File: config.mk
export PLATFORM = sky130hd
export DESIGN_NAME = hdpc_top
export DESIGN_NICKNAME = d
export VERILOG_FILES = /design/src/rtl/hdpc_pkg.sv /design/src/rtl/hdpc_port_power.sv /design/src/rtl/hdpc_charge_seq.sv /design/src/rtl/hdpc_top.sv
export SDC_FILE = /design/constraint.sdc
export NUM_CORES = 1
export LEC_CHECK = 0
export BUFFER_PORTS_ARGS = -buffer_cell sky130_fd_sc_hd__buf_2
export CAP_MARGIN = 20
export CORE_UTILIZATION = 53
export DETAILED_ROUTE_END_ITERATION = 7
export PLACE_DENSITY_LB_ADDON = 0.15
export SYNTH_ARGS = -nofsm -noshare
export SYNTH_HDL_FRONTEND = slang
export SYNTH_SLANG_ARGS = --single-unit
File: constraint.sdc
create_clock -name clk_in -period 1.91 [get_ports clk_in]
set_clock_uncertainty 0.1 [all_clocks]
set_input_delay 0.573 -clock clk_in [delete_from_list [all_inputs] [get_ports clk_in]]
set_output_delay 0.573 -clock clk_in [all_outputs]
set_load 0.02 [all_outputs]
File: src/rtl/hdpc_pkg.sv
/*
  hdpc_pkg: constants shared by the downstream port power and charging block.
  assumes a single 10 MHz clock domain and a plain register port.
*/
package hdpc_pkg;
  localparam int NUM_PORTS = 4;
  localparam int CLK_HZ = 10_000_000;

  // register indices (byte address = word index, plain port)
  localparam logic [3:0] ADDR_CTRL = 4'h0;
  localparam logic [3:0] ADDR_PWR_REQ = 4'h1;
  localparam logic [3:0] ADDR_USB2_ONLY = 4'h2;
  localparam logic [3:0] ADDR_CHG_EN = 4'h3;
  localparam logic [3:0] ADDR_STATUS = 4'h4;
  localparam logic [3:0] ADDR_IRQ_STAT = 4'h5;
  localparam logic [3:0] ADDR_IRQ_MASK = 4'h6;
  localparam logic [3:0] ADDR_PORT_STATE = 4'h7;

  // control register fields
  localparam int CTRL_GANGED = 0;
  localparam int CTRL_AUTO_CHG = 1;
  localparam int CTRL_CHG_LSB = 2;
  localparam int CTRL_CHG_W = 3;
  localparam logic [7:0] CTRL_RESET = 8'h00;

  // status register fields
  localparam int STAT_UP_CONN = 0;
  localparam int STAT_UP_CFG = 1;
  localparam int STAT_SS_DIS = 2;
  localparam int STAT_HS_DIS = 3;
  localparam int STAT_MODE_LSB = 4;

  // irq layout: bits 3:0 over-current per port, bit 4 upstream change
  localparam int IRQ_UP_CHG = 4;
  localparam int IRQ_W = 5;

  // upstream link capability codes
  localparam logic [1:0] UP_SS = 2'h0;
  localparam logic [1:0] UP_HS = 2'h1;
  localparam logic [1:0] UP_FS = 2'h2;

  // time spent in each step of the automatic charging walk
  localparam int AUTO_STEP_MS = 1000;
  localparam int AUTO_STEP_CYC = CLK_HZ / 1000 * AUTO_STEP_MS;

  // charging behaviour of the downstream ports
  typedef enum logic [2:0] {
    CHG_OFF,
    CHG_CDP,
    CHG_DCP,
    CHG_DIV1,
    CHG_DIV2,
    CHG_DIV3,
    CHG_AUTO
  } hdpc_chg_t;
endpackage : hdpc_pkg

File: src/rtl/hdpc_port_power.sv
/*
  hdpc_port_power: power switch control for one downstream port.
  assumes over-current input is already synchronous to clk_in.
*/
module hdpc_port_power (
  // clock and control
  input wire logic clk_in,
  input wire logic srst_in,
  input wire logic ce_in,
  // requests
  input wire logic pwr_want_in,
  input wire logic oc_trip_in,
  // switch drive
  output logic pwr_en_out,
  output logic oc_event_out
);
  logic oc_seen;

  // power follows the request; over-current forces off until re-requested
  always_ff @(posedge clk_in) begin
    if (srst_in) begin
      pwr_en_out <= 1'b0;
      oc_seen <= 1'b0;
    end else if (ce_in) begin
      if (oc_trip_in) begin
        pwr_en_out <= 1'b0;
        oc_seen <= 1'b1;
      end else if (!pwr_want_in) begin
        pwr_en_out <= 1'b0;
        oc_seen <= 1'b0; // host drops request to re-arm
      end else if (!oc_seen) begin
        pwr_en_out <= 1'b1;
      end
    end
  end

  // one pulse on the rising edge of a trip
  logic oc_prev;
  always_ff @(posedge clk_in) begin
    if (srst_in) begin
      oc_prev <= 1'b0;
      oc_event_out <= 1'b0;
    end else if (ce_in) begin
      oc_prev <= oc_trip_in;
      oc_event_out <= oc_trip_in & ~oc_prev;
    end
  end
endmodule : hdpc_port_power

File: src/rtl/hdpc_charge_seq.sv
/*
  hdpc_charge_seq: chooses the charging behaviour shared by all ports.
  assumes upstream connected and configured levels are synchronous.
*/
module hdpc_charge_seq (
  // clock and control
  input wire logic clk_in,
  input wire logic srst_in,
  input wire logic ce_in,
  // selection
  input wire logic auto_in,
  input wire logic [2:0] sel_in,
  input wire logic up_conn_in,
  input wire logic up_cfg_in,
  // result
  output hdpc_pkg::hdpc_chg_t mode_out
);
  logic [31:0] step_cnt;
  hdpc_pkg::hdpc_chg_t auto_mode;
  hdpc_pkg::hdpc_chg_t sel_mode;
  hdpc_pkg::hdpc_chg_t next_mode;
  logic div_ok;

  assign sel_mode = hdpc_pkg::hdpc_chg_t'(sel_in);
  assign div_ok = !up_conn_in || !up_cfg_in;

  // automatic walk: divider three, two, one, then dedicated and stay
  // restart only while enabled, so a low clock enable freezes the walk too
  always_ff @(posedge clk_in) begin
    if (srst_in) begin
      auto_mode <= hdpc_pkg::CHG_DIV3;
      step_cnt <= '0;
    end else if (ce_in) begin
      if (up_conn_in || !auto_in) begin
        auto_mode <= hdpc_pkg::CHG_DIV3;
        step_cnt <= '0;
      end else if (auto_mode != hdpc_pkg::CHG_DCP) begin
        if (step_cnt == 32'(hdpc_pkg::AUTO_STEP_CYC - 1)) begin
          step_cnt <= '0;
          case (auto_mode)
            hdpc_pkg::CHG_DIV3: auto_mode <= hdpc_pkg::CHG_DIV2;
            hdpc_pkg::CHG_DIV2: auto_mode <= hdpc_pkg::CHG_DIV1;
            default: auto_mode <= hdpc_pkg::CHG_DCP;
          endcase
        end else begin
          step_cnt <= step_cnt + 32'h0000_0001;
        end
      end
    end
  end

  // resolve the mode allowed by the upstream state
  always_comb begin
    next_mode = hdpc_pkg::CHG_OFF;
    if (up_conn_in) begin
      if (sel_mode != hdpc_pkg::CHG_OFF) begin
        next_mode = hdpc_pkg::CHG_CDP;
      end
      if (!up_cfg_in && (sel_mode == hdpc_pkg::CHG_DIV1 || sel_mode == hdpc_pkg::CHG_DIV2 ||
          sel_mode == hdpc_pkg::CHG_DIV3)) begin
        next_mode = sel_mode;
      end
    end else if (auto_in) begin
      next_mode = auto_mode;
    end else begin
      case (sel_mode)
        hdpc_pkg::CHG_OFF: next_mode = hdpc_pkg::CHG_OFF;
        hdpc_pkg::CHG_DIV1, hdpc_pkg::CHG_DIV2, hdpc_pkg::CHG_DIV3:
          next_mode = div_ok ? sel_mode : hdpc_pkg::CHG_OFF;
        default: next_mode = hdpc_pkg::CHG_DCP;
      endcase
    end
  end

  always_ff @(posedge clk_in) begin
    if (srst_in) begin
      mode_out <= hdpc_pkg::CHG_OFF;
    end else if (ce_in) begin
      mode_out <= next_mode;
    end
  end
endmodule : hdpc_charge_seq

File: src/rtl/hdpc_top.sv
/*
  hdpc_top: downstream port power, speed limiting and charging control.
  assumes all inputs synchronous to clk_in; external switches take the enables.
*/
// What this block does
// - individual mode: each port follows host request
// - individual over-current cuts only that port
// - ganged: any request powers all ports
// - ganged power stays while any port needs
// - ganged over-current cuts all ports
// - upstream high-speed only disables downstream SuperSpeed
// - upstream full/low only disables SuperSpeed, high-speed
// - upstream connected: charging ports do CDP
// - upstream unconnected: charging ports act dedicated
// - divider modes only unconnected or unconfigured
// - auto mode walks divider three to dedicated
// - each port may be USB 2.0 only
module hdpc_top (
  // clock, reset, enable
  input wire logic clk_in,
  input wire logic srst_in,
  input wire logic ce_in,
  // register port
  input wire logic [3:0] addr_in,
  input wire logic [7:0] wdata_in,
  input wire logic wr_in,
  input wire logic rd_in,
  output logic [7:0] rdata_out,
  // upstream state
  input wire logic up_conn_in,
  input wire logic up_cfg_in,
  input wire logic [1:0] up_speed_in,
  // downstream pins
  input wire logic [3:0] oc_in,
  output logic [3:0] pwr_en_out,
  output logic [3:0] ss_en_out,
  output logic [3:0] hs_en_out,
  output logic [3:0] chg_en_out,
  output logic [2:0] chg_mode_out,
  // interrupt
  output logic irq_out
);
  localparam int N = hdpc_pkg::NUM_PORTS;

  logic [7:0] ctrl;
  logic [3:0] pwr_req;
  logic [3:0] usb2_only;
  logic [3:0] chg_en;
  logic [4:0] irq_stat;
  logic [4:0] irq_mask;
  logic ganged;
  logic [3:0] want;
  logic [3:0] trip;
  logic [3:0] sw_en;
  logic [3:0] oc_evt;
  logic up_conn_prev;
  logic ss_dis;
  logic hs_dis;
  hdpc_pkg::hdpc_chg_t mode;
  logic [7:0] status;

  assign ganged = ctrl[hdpc_pkg::CTRL_GANGED];

  // ganged: one shared request and one shared trip feed every port
  always_comb begin
    if (ganged) begin
      want = {N{|pwr_req}};
      trip = {N{|oc_in}};
    end else begin
      want = pwr_req;
      trip = oc_in;
    end
  end

  // one switch controller per port
  for (genvar i = 0; i < N; i++) begin : g_port
    hdpc_port_power u_pwr (
      .clk_in(clk_in),
      .srst_in(srst_in),
      .ce_in(ce_in),
      .pwr_want_in(want[i]),
      .oc_trip_in(trip[i]),
      .pwr_en_out(sw_en[i]),
      .oc_event_out(oc_evt[i])
    );
  end

  assign pwr_en_out = sw_en; // flops inside the port module

  hdpc_charge_seq u_chg (
    .clk_in(clk_in),
    .srst_in(srst_in),
    .ce_in(ce_in),
    .auto_in(ctrl[hdpc_pkg::CTRL_AUTO_CHG]),
    .sel_in(ctrl[hdpc_pkg::CTRL_CHG_LSB +: hdpc_pkg::CTRL_CHG_W]),
    .up_conn_in(up_conn_in),
    .up_cfg_in(up_cfg_in),
    .mode_out(mode)
  );

  assign ss_dis = (up_speed_in != hdpc_pkg::UP_SS);
  assign hs_dis = (up_speed_in >= hdpc_pkg::UP_FS); // codes 2 and 3 are both full/low

  // speed limits and charging outputs, all registered
  always_ff @(posedge clk_in) begin
    if (srst_in) begin
      ss_en_out <= 4'h0;
      hs_en_out <= 4'h0;
      chg_en_out <= 4'h0;
      chg_mode_out <= 3'h0;
    end else if (ce_in) begin
      ss_en_out <= ss_dis ? 4'h0 : ~usb2_only;
      hs_en_out <= hs_dis ? 4'h0 : 4'hf;
      chg_en_out <= (mode == hdpc_pkg::CHG_OFF) ? 4'h0 : chg_en;
      chg_mode_out <= 3'(mode);
    end
  end

  // register writes
  always_ff @(posedge clk_in) begin
    if (srst_in) begin
      ctrl <= hdpc_pkg::CTRL_RESET;
      pwr_req <= 4'h0;
      usb2_only <= 4'h0;
      chg_en <= 4'h0;
      irq_mask <= 5'h00;
    end else if (ce_in && wr_in) begin
      case (addr_in)
        hdpc_pkg::ADDR_CTRL: ctrl <= wdata_in;
        hdpc_pkg::ADDR_PWR_REQ: pwr_req <= wdata_in[3:0];
        hdpc_pkg::ADDR_USB2_ONLY: usb2_only <= wdata_in[3:0];
        hdpc_pkg::ADDR_CHG_EN: chg_en <= wdata_in[3:0];
        hdpc_pkg::ADDR_IRQ_MASK: irq_mask <= wdata_in[4:0];
        default: ;
      endcase
    end
  end

  // sticky events; a new event wins over a write-one clear in the same cycle
  always_ff @(posedge clk_in) begin
    if (srst_in) begin
      irq_stat <= 5'h00;
      up_conn_prev <= 1'b0;
    end else if (ce_in) begin
      up_conn_prev <= up_conn_in;
      irq_stat <= (irq_stat & ~((wr_in && addr_in == hdpc_pkg::ADDR_IRQ_STAT) ?
                   wdata_in[4:0] : 5'h00))
                  | {up_conn_in ^ up_conn_prev, oc_evt};
    end
  end

  // level interrupt, registered so it is a clean flop output
  always_ff @(posedge clk_in) begin
    if (srst_in) begin
      irq_out <= 1'b0;
    end else if (ce_in) begin
      irq_out <= |(irq_stat & irq_mask);
    end
  end

  assign status = {1'b0, 3'(mode), hs_dis, ss_dis, up_cfg_in, up_conn_in};

  // read data stands one cycle after the strobe; unmapped reads give zero
  always_ff @(posedge clk_in) begin
    if (srst_in) begin
      rdata_out <= 8'h00;
    end else if (ce_in) begin
      rdata_out <= 8'h00;
      if (rd_in) begin
        case (addr_in)
          hdpc_pkg::ADDR_CTRL: rdata_out <= ctrl;
          hdpc_pkg::ADDR_PWR_REQ: rdata_out <= {4'h0, pwr_req};
          hdpc_pkg::ADDR_USB2_ONLY: rdata_out <= {4'h0, usb2_only};
          hdpc_pkg::ADDR_CHG_EN: rdata_out <= {4'h0, chg_en};
          hdpc_pkg::ADDR_STATUS: rdata_out <= status;
          hdpc_pkg::ADDR_IRQ_STAT: rdata_out <= {3'h0, irq_stat};
          hdpc_pkg::ADDR_IRQ_MASK: rdata_out <= {3'h0, irq_mask};
          hdpc_pkg::ADDR_PORT_STATE: rdata_out <= {oc_in, sw_en};
          default: rdata_out <= 8'h00;
        endcase
      end
    end
  end
endmodule : hdpc_top

==> qor.yml, run 1 <==
status: "finished clean"
r2r_cells: 6
cellPowerDensity_nw_per_um2: 694.9
async_reset_ff_share_pct: 0
fin_cells: 765
yosys-top-cells-count: "dfxtp_1, nor2_1, nand2_1"
slew_viol_final: 0
worstSetupStartpoint: "u_chg.step_cnt[0]"
relSlewSlack_pct: 70.58
cts_sinks: 106
synth_area_leader_cell: "dfxtp_1"
syn2layout_area_growth_pct: 20.11
cts_tree: "done"
cp-end-kind: "flip-flop"
htreeDepth: 3
wl_per_cell_um: 16.64
fin_nets: 678
r2r_end: "u_chg.step_cnt[20]"
drc: 0
start_util_pct: 55.92
syn_inst: 564
drtPass1Iterations: 5
dieWidth_um: 98.86
maxCapViolations: 0
post-dp-hpwl_mm: 9.489
die_y_um: 98.86
endpoint: "u_chg.step_cnt[20]"
cts_buffer_depth: 2
ys_ff_latch: 106
cp.arrival_ns: 2.00
clk_latency_ns: 0.37
drtIter0Drc: 230
setup_viol: 0
rsz0062_at_grt: "false"
portBuffers: 52
hp-class: "in2reg"
via_per_inst: 5.766
io_pins: 53
r2r-start: "u_chg.step_cnt[0]"
place_inst: 748
core_area_um2: 8891
tightest_slew_ns: 0.4403
synth_top_area_share_pct: 42.68
critPathLaunchType: "flip-flop"
wl_met2_mm: 5.828
antenna_found_initial: 0
floorplan.rows: 34
finalWirelength_mm: 12.73
timing.final.hold_violations: 0
fin_crit_sh_pct: 94.25
drt-met1-wl_mm: 6.052
die_area_um2: 9773
grt_max_degree: 74
power.leakage_nw: 2.406
whs_ns: 0.3047
synth_top_flop_cell: "dfxtp_1"
post-synth-top-count-cell: "dfxtp_1"
seq_area_frac_synth_pct: 42.68
syn_nets: 590
synth_edf_count: 0
grt_use_total_pct: 27.15
drt.antenna.violating_nets: 0
r2r_slack_ns: 0.11
period_needed_ns: 1.800
finalPower_mw: 4.150
clock.fmax_mhz: 555.5
ys_warn_count: 0
vias: 4411
drive_gt1_share_pct: 25.72
clk_pin_slew_worst_paths_ns: 0.10
fin_tns_setup_ns: 0
grt_overflow_total: 0
grt_pass1_wl_mm: 21.05
critical_path.max_fanout: 12
synth_area_per_cell_um2: 8.816
met3_length_um: 750
clockRootBuffer: "clkbuf_8"
n_antenna_cell: 0
synth_area_leaders: "dfxtp_1, mux2i_1, nor2_1, xor2_1, nand2_1"
grt_pass1_vias: 4219
top_layer: "met4"
yosys.cell_types.count: 62
vdd_drop_max_mv: 0.5221
critPathRequiredTime_ns: 2.11
criticalPathCategory: "reg2reg"
mappedNetlistArea_um2: 4972
cts_buffers: 9
gp_congestion: 0.9197
flip-flops by register name (all words and copies together), names as in the netlist, 4 cells and up:
| signal | count |
|---|---|
| g_port.u_pwr.pwr_en_out | 4 |
| usb2_only | 4 |
| irq_stat | 5 |
| irq_mask | 5 |
| g_port.u_pwr.oc_event_out | 4 |
| pwr_req | 4 |
| chg_en_out | 4 |
| chg_en | 4 |
| ctrl | 8 |
| u_chg.step_cnt | 32 |
| rdata_out | 8 |
| g_port.u_pwr.oc_prev | 4 |
| ss_en_out | 4 |
| g_port.u_pwr.oc_seen | 4 |
worst max-delay path, stage by stage (launching register included):
cell and delay [ns]:
dfxtp_1 0.39, ha_1 0.22, nand3_1 0.14, a21oi_4 0.21, nand3_4 0.17, or3_1 0.37, a21oi_1 0.14
metrics by stage:
stage	area (µm²)	util (%)	setup WS, ns
floorplan	5004	-	-0.05131
global placement	5733	64.48	-0.1857
detailed placement	5733	64.48	-0.1981
CTS	5941	66.82	0.02578
global route	5972	67.17	0.004841
finish	5972	67.17	0.1099
final cells by class:
type	count	area (µm²)
Fill cell	736	2919
Timing Repair Buffer	119	842.1
Clock inverter	7	83.83
Tap cell	108	135.1
Inverter	13	48.80
Multi-Input combinational cell	403	2611
Sequential cell	106	2127
Clock buffer	9	123.9
cell families after synthesis:
group           count (synthesis)  share of synthesized area (%)
fa+ha+maj                       1                         0.2516
buf+inv                        55                          5.612
flops                         106                          42.68
xor+xnor                       24                          4.228
compound gates                116                          16.00
mux                            41                          8.379
simple gates                  221                          22.85
cell usage in the layout (no fill, tap or decap), types with 6 or more instances in the layout:
master	synthesis	routed
dfxtp_1	106	102
nor2_1	92	91
buf_4	8	60
buf_2	10	52
nand2_1	37	37
mux2i_1	36	36
a21oi_1	22	22
o21ai_0	27	22
xor2_1	21	21
nand4_1	17	17
a22oi_1	14	14
inv_1	13	13
nand3_1	10	10
and3_1	10	9
clkbuf_8	0	9
or3_1	7	7
nor3_1	7	7
a2bb2oi_1	7	7
a211oi_1	6	6
nor2b_1	6	6
buf_12	0	6
timing repair:
action,CTS,global route
endpoints found under the hold margin,0,0
hold buffers,0,0
buffers inserted,0,1
endpoints found under the setup margin,0,34
gates resized for setup,0,10
power breakdown:
group / internal, mW / leakage (nW) / switching [mW]
clock: 0.630 / 0.102 / 0.818
sequential: 2.25 / 0.861 / 0.0347
combinational: 0.179 / 1.44 / 0.236
worst min path at each step:
stage                                 start                      end  slack [ns]  depth (start not counted)
finish                       up_speed_in[1]             hs_en_out[2]        0.30                          2
global route                 up_speed_in[1]             hs_en_out[2]        0.29                          2
CTS                          up_speed_in[1]             hs_en_out[2]        0.30                          2
detailed placement  g_port[0].u_pwr.oc_seen  g_port[0].u_pwr.oc_seen        0.35                          1
global placement    g_port[3].u_pwr.oc_seen  g_port[3].u_pwr.oc_seen        0.34                          2
floorplan           g_port[0].u_pwr.oc_seen  g_port[0].u_pwr.oc_seen        0.33                          1
metal layers:
| metal | global-route usage, % | vias up |
|---|---|---|
| li1 | - | 2188 |
| met1 | 37.85 | 2089 |
| met2 | 42.82 | 124 |
| met3 | 6.028 | 10 |
| met4 | 6.429 | 0 |
| met5 | 0 | - |
Note: power is estimated with default switching activity, not from simulation.
==> run 2, diff against run 1 <==
CORE_UTILIZATION = 55   (was 53)
CTS_BUF_LIST = sky130_fd_sc_hd__clkbuf_8   (was default)
==> run 2 against run 1 <==
  * Die area decreased by 3.6%
  * Cell count decreased by 1.6%
  * Worst setup slack got worse by 0.023 ns
  * Count of clock-buffer cells in the layout unchanged
  * Fmax decreased by 1.2%
  * Critical path type unchanged
  * Global-route usage decreased by 0.83 points
  * Register-to-register slack got worse by 0.02 ns
  * Critical path depth decreased by 1
  * Sequential share of layout area increased by 0.59 points
  * Non-clock buffer count decreased by 10
  * Via count decreased by 1.6%
  * Clock power increased by 11%
==> qor.yml, run 2 (synthesis gave the netlist of run 1 again) <==
status: "finished clean"
cp-end-kind: "flip-flop"
vdd_drop_max_mv: 0.5469
clk_pin_slew_worst_paths_ns: 0.10
finalWirelength_mm: 12.14
drtPass1Iterations: 5
ctsHoldBuffers: 0
setup_ws_ns: 0.08723
n_antenna_cell: 0
dieWidth_um: 97.08
period_needed_ns: 1.823
via_per_inst: 5.765
fin_crit_sh_pct: 95.43
cp.arrival_ns: 2.02
maxCapViolations: 0
drc: 0
drtIter0Drc: 204
drt.antenna.violating_nets: 0
critical_path.max_stage_delay_ns: 0.43
floorplan.rows: 34
grt_pass1_vias: 4046
portBuffers: 52
largest_reg_flops: 32
clock.fmax_mhz: 548.6
top_register: "u_chg.step_cnt"
grt_use_total_pct: 26.32
wl_per_cell_um: 16.13
relSlewSlack_pct: 74.36
hp-class: "in2reg"
post-dp-hpwl_mm: 8.996
biggestRegsByFlops: "u_chg.step_cnt x32, ctrl x8, rdata_out x8"
critPathRequiredTime_ns: 2.11
clockRootBuffer: "clkbuf_8"
fin_nets: 668
criticalPathCategory: "reg2reg"
slew_viol_final: 0
htreeDepth: 3
final_cell_mix: "dfxtp_1, nor2_1, buf_4"
fin_tns_setup_ns: 0
power.leakage_nw: 2.354
cellPowerDensity_nw_per_um2: 731.0
critPathLaunchType: "flip-flop"
path_buf_inv: 0
grt_pass1_wl_mm: 20.09
cts_buffers: 9
finish.utilization_pct: 67.33
fin_cells: 753
drive_gt1_share_pct: 24.19
tightest_slew_ns: 0.3829
min_from: "wdata_in[7]"
syn2layout_area_growth_pct: 18.09
r2r_slack_ns: 0.09
start_util_pct: 57.02
critical_path.max_fanout: 6
r2r_end: "u_chg.step_cnt[29]"
die_y_um: 97.08
r2r-start: "u_chg.step_cnt[9]"
whs_ns: 0.3376
core_area_um2: 8721
r2r_cells: 5
worstSetupStartpoint: "u_chg.step_cnt[9]"
cts_sinks: 106
place_inst: 738
crit_cells: 5
cts_buffer_depth: 2
grt_overflow_total: 0
dp_slack_ns: -0.2066
antenna_found_initial: 0
cp_top_family: "simple AND/OR/NAND/NOR gates"
timing.final.hold_violations: 0
setup_viol: 0
final_common_cell: "dfxtp_1"
cts_tree: "done"
gp_congestion: 0.9296
vias: 4341
endpoint: "u_chg.step_cnt[29]"
grt_max_degree: 74
clk_latency_ns: 0.36
die_area_um2: 9425
io_pins: 53
cp_cell_sequence: "and4_4, and3_2, nand3_4, or4_1, a21oi_1"
slowest_stage: "dfxtp_1"
[run 2: cell count changes in the layout (fill, tap and decap cells not counted), sizes merged]
cell / change
bufinv: +2
clkinv: -1
inv: -2
buf: -10
clkinvlp: -1
[run 2: stage by stage]
stage,power [mW],cell area [µm²]
final,4.292,5872
after global routing,4.447,5872
after CTS,4.317,5848
after floorplan,2.564,5004
after detailed placement,2.722,5620
after global placement,2.712,5620
[run 2: per-layer routing]
layer / share of wire, % / routed length [µm] / GRT usage [%]
met1: 48 / 5853 / 36.68
met2: 45 / 5448 / 41.12
met3: 5.9 / 722 / 6.547
met4: 0.98 / 119 / 6.085
met5: 0 / 0 / 0
[run 2: worst min path at each step]
stage,to,cells after the start,slack (ns)
6_report,ctrl[7],3,0.34
5_1_grt,ctrl[5],3,0.33
4_1_cts,ctrl[7],3,0.33
3_5_place_dp,g_port[2].u_pwr.oc_seen,2,0.35
3_3_place_gp,g_port[1].u_pwr.oc_seen,2,0.34
2_1_floorplan,g_port[0].u_pwr.oc_seen,1,0.33
[run 2: layout make-up]
type	count	area [µm²]
clock buffers	9	123.9
flip-flops and latches	106	2126
inverters	13	48.80
fillers	705	2849
well taps	108	135.1
repair buffers	109	729.5
clock inverters	5	103.9
multi-input cells	403	2605
[run 2: worst min-delay path, cell delays in order]
cell and delay, ns:
buf_2 0.07, mux2i_1 0.05, nor2_1 0.07
[run 2: power by group]
part           switching (mW)  internal [mW]  leakage, nW
Combinational           0.228          0.164         1.38
Clock                   0.755          0.860        0.116
Sequential             0.0336           2.25        0.861
[run 2: repair_timing]
action | CTS | global route
gates resized for setup | 0 | 9
endpoints found under the setup margin | 0 | 34
buffers inserted | 0 | 1
